===== src/cbal_pkg.sv =====
// Package of the cell-balancing switch and timer register bank.
// Assumes a single 200 MHz core clock and an AHB-Lite register bus.
package cbal_pkg;

   // ----------------------------------------------------------------
   // Register indexes, byte address is four times the index
   // ----------------------------------------------------------------
   localparam logic [7:0] IDX_SW_CTRL   = 8'h6F;  // balance_switch_control
   localparam logic [7:0] IDX_EXP_MAST  = 8'h70;  // balance_expiry_master
   localparam logic [7:0] IDX_EXP_CELL2 = 8'h71;  // balance_expiry_cell_two
   localparam logic [7:0] IDX_EXP_CELL3 = 8'h72;  // balance_expiry_cell_three
   localparam logic [7:0] IDX_BAL_CTRL  = 8'h60;  // balancing_control_register
   localparam logic [7:0] IDX_STATUS    = 8'h61;  // timer and state readback

   // ----------------------------------------------------------------
   // Field layout and reset values
   // ----------------------------------------------------------------
   localparam int         NUM_CELLS     = 14;
   localparam int         EXP_W         = 10;
   localparam int         RESTART_BIT   = 15;
   localparam int         UNIT_LSB      = 4;
   localparam int         STAT_RUN_BIT  = 12;
   localparam int         STAT_DONE_BIT = 13;
   localparam logic [9:0] EXP_FOREVER   = 10'h3FF;
   localparam logic [9:0] EXP_RESET     = 10'h000;
   localparam logic [9:0] TIMER_MAX     = 10'h3FE;
   localparam logic [13:0] SW_RESET     = 14'h0000;
   localparam logic [2:0] MODE_OFF      = 3'h0;
   localparam logic [2:0] MODE_MANUAL   = 3'h1;
   localparam logic [2:0] HSIZE_WORD    = 3'h2;

   // ----------------------------------------------------------------
   // Timebase
   // ----------------------------------------------------------------
   localparam int         SEC_NS        = 1_000_000_000;
   localparam int         CLK_PERIOD_NS = 5;
   localparam int         CYC_PER_SEC   = SEC_NS / CLK_PERIOD_NS;
   localparam int         PRESC_W       = 28;
   localparam logic [1:0] UNIT_SEC      = 2'h0;
   localparam logic [1:0] UNIT_MIN      = 2'h1;
   localparam logic [1:0] UNIT_HOUR     = 2'h2;
   localparam logic [11:0] SECS_PER_MIN  = 12'h03C;
   localparam logic [11:0] SECS_PER_HOUR = 12'hE10;

   typedef enum logic [1:0] {
      S_IDLE = 2'b00,
      S_RUN  = 2'b01,
      S_DONE = 2'b11
   } cbal_state_t;

   typedef struct packed {
      logic        hsel;
      logic [31:0] haddr;
      logic [1:0]  htrans;
      logic        hwrite;
      logic [2:0]  hsize;
      logic [31:0] hwdata;
   } cbal_ahb_req_t;

   typedef struct packed {
      logic        hreadyout;
      logic        hresp;
      logic [31:0] hrdata;
   } cbal_ahb_rsp_t;

   typedef struct packed {
      cbal_state_t        st;
      logic [2:0]         mode;
      logic [1:0]         unit;
      logic [13:0]        sw_en;
      logic [9:0]         exp_m;
      logic [9:0]         exp2;
      logic [9:0]         exp3;
      logic [9:0]         timer;
      logic [PRESC_W-1:0] presc;
      logic [11:0]        secs;
      logic               dp_wr;
      logic [7:0]         dp_idx;
      logic [13:0]        sw_out;
      logic [31:0]        hrdata;
   } cbal_regs_t;

endpackage : cbal_pkg


===== src/cbal_switch_timer.sv =====
// Cell-balancing switch control, expiration registers and balancing timer.
// Assumes one AHB-Lite master on core_clk and switch drivers outside.
//
// Overview of operation
// - Writes to the switch-enable bits are ignored while the mode is 001 or any 1xx code.
// - Writing one to the restart bit clears the timer, writing zero leaves it running.
// - The restart bit is a self-clearing strobe and always reads back as zero.
// - The restart strobe only acts in manual balancing mode.
// - After the timer has expired a restart write has no effect.
// - Switch-enable bit n closes the balancing switch across cell n+1.
// - Master expiration writes are blocked whenever the mode is not 000.
// - The master expiration serves group, discharge and manual watchdog modes.
// - The per-cell expirations for cells two and three are used only in individual modes.
// - Per-cell expiration writes are blocked while the mode is any 1xx code.
// - Each expiration is ten bits whose unit is the hour, minute or second selected.
// - An expiration of 0x3FF never expires.
// - An expiration of 0x000 counts as already expired and disables balancing.
`timescale 1ns/1ps
`default_nettype none

module cbal_switch_timer
   import cbal_pkg::*;
#(
   parameter int CYC_SEC = CYC_PER_SEC
) (
   // Clock and reset
   input  wire logic          core_clk,
   input  wire logic          nrst,
   // Register bus
   input  wire cbal_pkg::cbal_ahb_req_t ahb_i,
   input  wire logic          hready,
   output var  cbal_pkg::cbal_ahb_rsp_t ahb_o,
   // Switch drivers
   output logic [13:0]        balance_switch_on
);
   import cbal_pkg::*;

   cbal_regs_t  s_q;
   cbal_regs_t  s_d;
   logic        wr_sw;
   logic        wr_mast;
   logic        wr_cell;
   logic        wr_ctrl;
   logic        restart_ok;
   logic        unit_tick;
   logic        done;
   logic [13:0] alive;

   // ----------------------------------------------------------------
   // Helpers
   // ----------------------------------------------------------------

   // A cell is expired when its setting is zero or the timer reached it.
   function automatic logic cell_expired(logic [9:0] e, logic [9:0] t);
      return (e == EXP_RESET) || ((e != EXP_FOREVER) && (t >= e));
   endfunction : cell_expired

   // Individual modes carry their own per-cell settings where present.
   function automatic logic [9:0] cell_exp(int n, cbal_regs_t s);
      logic [9:0] e;
      e = s.exp_m;
      if (s.mode[2] && n == 1) begin
         e = s.exp2;
      end else if (s.mode[2] && n == 2) begin
         e = s.exp3;
      end
      return e;
   endfunction : cell_exp

   // Seconds per timer LSB for the selected unit.
   function automatic logic [11:0] unit_secs(logic [1:0] u);
      logic [11:0] r;
      case (u)
         UNIT_MIN:  r = SECS_PER_MIN;
         UNIT_HOUR: r = SECS_PER_HOUR;
         default:   r = 12'h001;
      endcase
      return r;
   endfunction : unit_secs

   // Read mux, the restart strobe never reads back as one.
   function automatic logic [31:0] rd_mux(logic [7:0] idx, cbal_regs_t s);
      logic [31:0] r;
      r = 32'h0000_0000;
      case (idx)
         IDX_SW_CTRL:   r[13:0] = s.sw_en;
         IDX_EXP_MAST:  r[9:0]  = s.exp_m;
         IDX_EXP_CELL2: r[9:0]  = s.exp2;
         IDX_EXP_CELL3: r[9:0]  = s.exp3;
         IDX_BAL_CTRL:  r[5:0]  = {s.unit, 1'b0, s.mode};
         IDX_STATUS: begin
            r[9:0]          = s.timer;
            r[STAT_RUN_BIT]  = (s.st == S_RUN);
            r[STAT_DONE_BIT] = (s.st == S_DONE);
         end
         default:       r = 32'h0000_0000;
      endcase
      return r;
   endfunction : rd_mux

   // ----------------------------------------------------------------
   // Next-state logic
   // ----------------------------------------------------------------

   // Bus decode, timebase, timer state and switch drive in one place.
   always_comb begin
      s_d       = s_q;
      s_d.dp_wr = 1'b0;
      wr_sw     = s_q.dp_wr && (s_q.dp_idx == IDX_SW_CTRL);
      wr_mast   = s_q.dp_wr && (s_q.dp_idx == IDX_EXP_MAST);
      wr_cell   = s_q.dp_wr && ((s_q.dp_idx == IDX_EXP_CELL2) || (s_q.dp_idx == IDX_EXP_CELL3));
      wr_ctrl   = s_q.dp_wr && (s_q.dp_idx == IDX_BAL_CTRL);
      restart_ok = wr_sw && ahb_i.hwdata[RESTART_BIT] && (s_q.mode == MODE_MANUAL)
                   && (s_q.st == S_RUN);

      // switch word locked in manual and automated modes.
      if (wr_sw && (s_q.mode != MODE_MANUAL) && !s_q.mode[2]) begin
         s_d.sw_en = ahb_i.hwdata[13:0];
      end
      // master setting writable only with balancing off.
      if (wr_mast && (s_q.mode == MODE_OFF)) begin
         s_d.exp_m = ahb_i.hwdata[9:0];
      end
      // per-cell settings locked in automated modes.
      if (wr_cell && !s_q.mode[2]) begin
         if (s_q.dp_idx == IDX_EXP_CELL2) begin
            s_d.exp2 = ahb_i.hwdata[9:0];
         end else begin
            s_d.exp3 = ahb_i.hwdata[9:0];
         end
      end

      // seconds prescaler and unit divider set the timer LSB.
      unit_tick = 1'b0;
      if (s_q.st == S_RUN) begin
         if (s_q.presc == PRESC_W'(CYC_SEC - 1)) begin
            s_d.presc = '0;
            if (s_q.secs == unit_secs(s_q.unit) - 12'h001) begin
               s_d.secs  = 12'h000;
               unit_tick = 1'b1;
            end else begin
               s_d.secs = s_q.secs + 12'h001;
            end
         end else begin
            s_d.presc = s_q.presc + PRESC_W'(1);
         end
      end

      for (int n = 0; n < NUM_CELLS; n++) begin
         alive[n] = !cell_expired(cell_exp(n, s_q), s_q.timer);
      end
      done = s_q.mode[2] ? ((s_q.sw_en & alive) == 14'h0000) : !alive[0];

      // run until expiry, then hold the timer stopped.
      case (s_q.st)
         S_IDLE: begin
            s_d.st = S_IDLE;
         end
         S_RUN: begin
            if (done) begin
               s_d.st = S_DONE;
            end else if (unit_tick && s_q.timer != TIMER_MAX) begin
               s_d.timer = s_q.timer + 10'h001;
            end
         end
         S_DONE: begin
            s_d.st = S_DONE;
         end
         default: begin
            s_d.st = S_IDLE;
         end
      endcase

      // restart clears the timer and the divider with it.
      if (restart_ok && !done) begin
         s_d.timer = 10'h000;
         s_d.presc = '0;
         s_d.secs  = 12'h000;
      end

      // a control write starts a fresh event or stops balancing.
      if (wr_ctrl) begin
         s_d.mode  = ahb_i.hwdata[2:0];
         s_d.unit  = ahb_i.hwdata[UNIT_LSB +: 2];
         s_d.timer = 10'h000;
         s_d.presc = '0;
         s_d.secs  = 12'h000;
         s_d.st    = (ahb_i.hwdata[2:0] == MODE_OFF) ? S_IDLE : S_RUN;
      end

      // enabled, unexpired cells conduct while an event runs.
      s_d.sw_out = (s_q.st == S_RUN && !done) ? (s_q.sw_en & alive) : SW_RESET;

      // Address phase capture; zero wait states, so hready is always ours.
      if (ahb_i.hsel && ahb_i.htrans[1] && hready) begin
         s_d.dp_idx = (ahb_i.haddr[31:10] == 22'h000000) ? ahb_i.haddr[9:2] : 8'hFF;
         s_d.dp_wr  = ahb_i.hwrite && (ahb_i.hsize == HSIZE_WORD);
         // readback sees the write of the data phase just ending.
         s_d.hrdata = ahb_i.hwrite ? 32'h0000_0000 : rd_mux(s_d.dp_idx, s_d);
      end
   end

   // ----------------------------------------------------------------
   // State register
   // ----------------------------------------------------------------

   // Everything resets to constants; expirations reset as already expired.
   always_ff @(posedge core_clk or negedge nrst) begin
      if (!nrst) begin
         s_q        <= '0;
         s_q.st     <= S_IDLE;
         s_q.mode   <= MODE_OFF;
         s_q.sw_en  <= SW_RESET;
         s_q.exp_m  <= EXP_RESET;
         s_q.exp2   <= EXP_RESET;
         s_q.exp3   <= EXP_RESET;
         s_q.sw_out <= SW_RESET;
      end else begin
         s_q <= s_d;
      end
   end

   // Read data and switch drive straight from flops; ready and response tied off, so the slave never stalls or errors.
   assign ahb_o.hreadyout = 1'b1;
   assign ahb_o.hresp     = 1'b0;
   assign ahb_o.hrdata    = s_q.hrdata;
   assign balance_switch_on = s_q.sw_out;
endmodule : cbal_switch_timer

`default_nettype wire


===== config.mk =====
export PLATFORM = sky130hd
export DESIGN_NAME = cbal_switch_timer
export DESIGN_NICKNAME = d
export VERILOG_FILES = /design/src/cbal_pkg.sv /design/src/cbal_switch_timer.sv
export SDC_FILE = /design/constraint.sdc
export NUM_CORES = 1
export LEC_CHECK = 0
export BUFFER_PORTS_ARGS = -buffer_cell sky130_fd_sc_hd__buf_2
export CAP_MARGIN = 25
export CORE_MARGIN = 2
export CORE_UTILIZATION = 40
export CTS_CLUSTER_SIZE = 28
export DETAILED_ROUTE_END_ITERATION = 12
export GPL_ROUTABILITY_DRIVEN = 0
export PLACE_DENSITY = 0.67
export REMOVE_ABC_BUFFERS = 1
export SLEW_MARGIN = 25
export SYNTH_ARGS = -nofsm -noshare
export SYNTH_HDL_FRONTEND = slang
export SYNTH_SLANG_ARGS = --single-unit

===== constraint.sdc =====
create_clock -name core_clk -period 9.97 [get_ports core_clk]
set_input_delay 0.4985 -clock core_clk [delete_from_list [all_inputs] [get_ports core_clk]]
set_output_delay 0.4985 -clock core_clk [all_outputs]
set_load 0.01 [all_outputs]

# After elaboration in Yosys (flattened, before gate mapping)
# Cells that the tools add are included.
[totals]
regBits = 156
inputBits = 74
[op_classes]
n_eq_ne = 26
reduce_logical = 39
mux = 35
bitwise_logic = 1
n_addsub = 4
order_cmp = 3
[op_table]
columns = ["cell", "count"]
rows = [
  ["two-way mux 50 bit", 2],
  ["equality test 8 x 7 -> 1 bit, second input constant", 11],
  ["two-way mux 10 bit", 8],
  ["two-way mux 12 bit", 4],
  ["two-way mux 14 bit", 3],
  ["two-way mux 40 bit", 1],
  ["inequality test 10 bit, second input constant", 4],
  ["one-hot mux 6 bit (6 select lines)", 1],
  ["greater-or-equal comparator 10 bit", 3],
  ["logical NOT 10 bit", 3],
  ["adder 28 x 1 -> 28 bit, second input constant", 1],
  ["equality test 28 bit, second input constant", 1],
  ["two-way mux 28 bit", 1],
  ["one-hot mux 12 bit (2 select lines)", 1],
  ["logical NOT 22 bit", 1],
  ["logical AND 1 bit", 20],
  ["two-way mux 20 bit", 1],
  ["one-hot mux 4 bit (5 select lines)", 1],
  ["AND 14 bit", 1],
  ["logical NOT 14 bit", 1],
  ["adder 12 x 1 -> 12 bit, second input constant", 1],
  ["equality test 12 bit", 1],
  ["subtractor 12 x 1 -> 12 bit, second input constant", 1],
  ["adder 10 x 1 -> 10 bit, second input constant", 1],
  ["other kinds (16)", 35],
]

# Depth between registers and ports, before layout
[logic_depth]
depth_word = 17
mapped_depth = 14
ltp_nobuf = 12

# Worst setup path after synthesis
# No wires, ideal clock.
[synth_timing]
path_type = "register -> register"
from = "register s_q[153] in the netlist's numbering"
to = "register s_q (netlist bit ahb_o[3])"
arrival_time_ns = 3.473
path_stages_with_launch = 14
required_time_ns = 9.904
setup_slack_ns = 6.431
n_path_buf = 4
setup_time_ns = 0.066
period_less_slack_ns = 3.539
path_cell_list = "dfrtp_1 clkbuf_1 clkbuf_1 clkbuf_1 buf_1 a21oi_1 ha_1 nand4_1 o31ai_1 o22ai_1 a22oi_2 a21oi_2 a2111o_1 nand2_1"
[synth_between]
elab_chain_len = 14
word_cells_on_any_way = 38
cone_classes = "2 x order compare; 4 x eq/ne; 12 x mux; 1 x bitwise; 19 x reduce/logical"
[synth_rtl]
columns = ["item", "line", "source"]
rows = [
  ["start, declared", "cbal_switch_timer.sv:38", "cbal_regs_t s_q;"],
  ["two-way mux 10 bit (on tied branches)", "cbal_switch_timer.sv:62, cbal_switch_timer.sv:64", ""],
  ["greater-or-equal comparator 10 bit / inequality test 10 bit (equally long branches)", "cbal_switch_timer.sv:55", "return (e == EXP_RESET) || ((e != EXP_FOREVER) && (t >= e));"],
  ["logical AND 1 bit", "cbal_switch_timer.sv:55", ""],
  ["logical OR 1 bit", "cbal_switch_timer.sv:55", ""],
  ["logical NOT 1 bit", "cbal_switch_timer.sv:150", "alive[n] = !cell_expired(cell_exp(n, s_q), s_q.timer);"],
  ["AND 14 bit", "cbal_switch_timer.sv:152", "done = s_q.mode[2] ? ((s_q.sw_en & alive) == 14'h0000) : !alive[0];"],
  ["logical NOT 14 bit", "cbal_switch_timer.sv:152", ""],
  ["two-way mux 1 bit", "cbal_switch_timer.sv:152", ""],
  ["two-way mux 10 bit / logical NOT 1 bit (equally long branches)", "cbal_switch_timer.sv:160, cbal_switch_timer.sv:175", ""],
  ["two-way mux 10 bit / logical AND 1 bit (equally long branches)", "cbal_switch_timer.sv:155, cbal_switch_timer.sv:175", ""],
  ["two-way mux 50 bit", "cbal_switch_timer.sv:175", "if (restart_ok && !done) begin"],
  ["two-way mux 50 bit", "cbal_switch_timer.sv:182", "if (wr_ctrl) begin"],
  ["one-hot mux 6 bit (6 select lines) *", "cbal_switch_timer.sv:85", "case (idx)"],
  ["two-way mux 14 bit *", "cbal_switch_timer.sv:199", "s_d.hrdata = ahb_i.hwrite ? 32'h0000_0000 : rd_mux(s_d.dp_idx, s_d);"],
]
# Every way passes the cells marked *; elsewhere a longest branch is shown, timed or not.
# A chain may end at the register's enable or synchronous reset.

# Worst setup path after layout
[layout_timing]
from = "register s_q[153] in the netlist's numbering"
to = "register s_q (netlist bit ahb_o[5])"
# The elaborated chain is that of the path after synthesis.

==> results.sh <==
export IMPL_ys_types=72
export IMPL_numCtsBuffers=17
export IMPL_synth_area_leaders="dfrtp_1 (43%), mux2_2 (6.0%), ha_1 (5.5%)"
export IMPL_drt_initial_drc_count=415
export IMPL_hold_class="input pin to asynchronous set/reset pin"
export IMPL_drc=0
export IMPL_setup_viol=0
export IMPL_fillers=1878
export IMPL_final_area_sq_mm=0.00913
export IMPL_fmax_mhz=284
export IMPL_vias=6483
export IMPL_n_antenna_cell=0
export IMPL_boundaryPins=122
export IMPL_rows=52
export IMPL_critPathLaunchType="register"
export IMPL_die_area_sq_mm=0.0215
export IMPL_cts_clk_slew_worst_paths_ps=60
export IMPL_post_dp_hpwl_um=15500
export IMPL_endpoint_kind="register"
export IMPL_critPathKind="register to register"
export IMPL_peakVddDrop_mv=0.121
export IMPL_synth_edf_count=0
export IMPL_numPlacedInstances=1131
export IMPL_first_pass_iters=6
export IMPL_synthArstFlopShare=1.00
export IMPL_period_minus_slack_ps=3520
export IMPL_ys_seq_elements=138
export IMPL_grt_first_pass_wirelength_um=33200
export IMPL_antenna_found_initial=1
export IMPL_final_cells=1163
export IMPL_final_period_utilization=0.353
export IMPL_wl_per_cell_um=17.8
export IMPL_clkSinkCount=138
export IMPL_setup_tns_ps=0
export IMPL_regArea_sq_mm=0.00345
export IMPL_power_density_mw_per_mm2=150
export IMPL_start_util=0.404
export IMPL_root_buffer="clkbuf_16"
export IMPL_tightest_slew_ps=932
export IMPL_drive_above_1_share=0.198
export IMPL_wl_um=20700
export IMPL_yosysTopAreaCell="dfrtp_1"
export IMPL_coreArea_sq_mm=0.0201
export IMPL_syn_to_final_growth_pct=12.3
export IMPL_status="finished, final reports clean"
export IMPL_multi_input_area_sq_mm=0.00418
export IMPL_cts_setup_buffers=0
export IMPL_crit_arrival_ps=3820
export IMPL_cts_hold_fix_buffers=0
export IMPL_grt_pass1_vias=6308
export IMPL_die_h_um=147
export IMPL_worstSkewPairLatency_ps=430
export IMPL_synth_most_common_cell="dfrtp_1"
export IMPL_synthCells=827
export IMPL_place_area_sq_mm=0.00853
export IMPL_hold_violations=0
export IMPL_fin_total_pwr_mw=1.37
export IMPL_postRouteAntennaNets=0
export IMPL_syn_avg_cell_area_sq_um=9.82
export IMPL_worst_clock_skew_ps=11.1
export IMPL_final_max_slew_viol_count=0
export IMPL_ctsHtreeMaxLevel=4
export IMPL_rsz0062_at_grt="false"
export IMPL_dpl_worst_slack_ps=6530
export IMPL_cp_required_ps=10270
export IMPL_whs_ps=8.93
export IMPL_overflow=0
export IMPL_die_w_um=147
export IMPL_fin_nets=990
export IMPL_ys_seq_area_frac=0.425
export IMPL_final_core_util=0.454
export IMPL_relSlewSlack=0.378
export IMPL_ys_flop_type="dfrtp_1"
export IMPL_tritoncts="built"
export IMPL_p_leak_nw=4.12
export IMPL_synth_top_cells_by_count="dfrtp_1 (138), nor2_1 (71), nand2_1 (50), buf_4 (48)"
export IMPL_cts_buffer_depth=2
export IMPL_grt_usage=0.197
export IMPL_yosysWarnings=0
export IMPL_syn_area_sq_mm=0.00812
export IMPL_max_cap_violations=0
export IMPL_crit_path_max_fanout=49
export IMPL_synth_top_area_frac=0.425
export IMPL_port_buffers=81
export IMPL_viasPerCell=5.57
export IMPL_grt_max_degree=84
export IMPL_setup_ws_ps=6450
export IMPL_cts_resized=0
[kinds of logic (layout without fill, tap and decap cells)]
logic type / count (synthesis) / after routing / synth area share
AO/OA/AOI/OAI: 162 / 162 / 0.143
multiplexers: 45 / 45 / 0.0621
other: 2 / 20 / 0.000925
adder cells (fa/ha/maj): 36 / 36 / 0.0555
AND/OR/NAND/NOR: 313 / 313 / 0.209
buffers and inverters: 98 / 146 / 0.0687
flip-flops: 138 / 138 / 0.425
XOR/XNOR: 33 / 33 / 0.0356
[critical path: stages, from the launching register on]
cell and delay (ps):
dfrtp_1 330, buf_4 390, nand2b_1 180, nand2_1 60, ha_1 260, nand2b_1 90, a21oi_1 90, o31ai_1 250
o22ai_1 200, a22oi_2 770, a211oi_1 200, xnor2_1 410, o21ai_1 130
[layer usage]
layer | GRT usage | vias up | wire, um
li1 | - | 3089 | -
met1 | 0.268 | 3155 | 9550
met2 | 0.315 | 205 | 9550
met3 | 0.0438 | 34 | 1170
met4 | 0.0626 | 0 | 427
met5 | 0 | - | 0
[cells in the final DEF, fill, tap and decap left out, drive strengths merged, types with 8 or more instances in the layout]
| cell type | instances |
|---|---|
| xnor2 | 17 |
| nand2b | 13 |
| xor2 | 16 |
| nand3 | 44 |
| and3 | 25 |
| buf | 86 |
| o21ai | 40 |
| nor2 | 71 |
| nor3 | 10 |
| inv | 31 |
| a221oi | 9 |
| nand2 | 50 |
| dfrtp | 138 |
| mux2 | 43 |
| and2 | 15 |
| a2bb2oi | 8 |
| conb | 20 |
| ha | 36 |
| nor4 | 14 |
| clkbuf | 20 |
| nand4 | 24 |
| a21oi | 40 |
[path summary, 6_finish.rpt]
check,from,slack (ps),depth (start not counted),end
max in group asynchronous,nrst,8830,2,s_q[101]$_DFF_PN0_
min reg2reg,ahb_o[11]$_DFFE_PN0P_,490,1,ahb_o[11]$_DFFE_PN0P_
min,nrst,9,1,ahb_o[10]$_DFFE_PN0P_
max,s_q[153]$_DFF_PN0_,6450,12,ahb_o[5]$_DFFE_PN0P_
max reg2reg,s_q[153]$_DFF_PN0_,6450,12,ahb_o[5]$_DFFE_PN0P_
min in group core_clk,ahb_i[32],310,3,s_q[54]$_DFF_PN0_
[flip-flops by register name, summed over array words and instances, names as in the netlist]
signal             count
ahb_o                 14
balance_switch_on     14
s_q                  110
[power by group]
part | internal [mW] | leakage, nW | switching [mW] | total (mW)
sequential | 0.588 | 1.71 | 0.0272 | 0.615
combinational | 0.0506 | 2.13 | 0.0660 | 0.117
clock | 0.383 | 0.283 | 0.251 | 0.634
[final cells by class]
class,instances,area share
clock buffer,20,0.0500
sequential,138,0.378
multi-input combinational,609,0.458
clock inverter,12,0.0149
inverter,28,0.0115
tap,270,0.0370
timing repair buffer,86,0.0500
No activity file was read; power rests on OpenSTA's default activity.
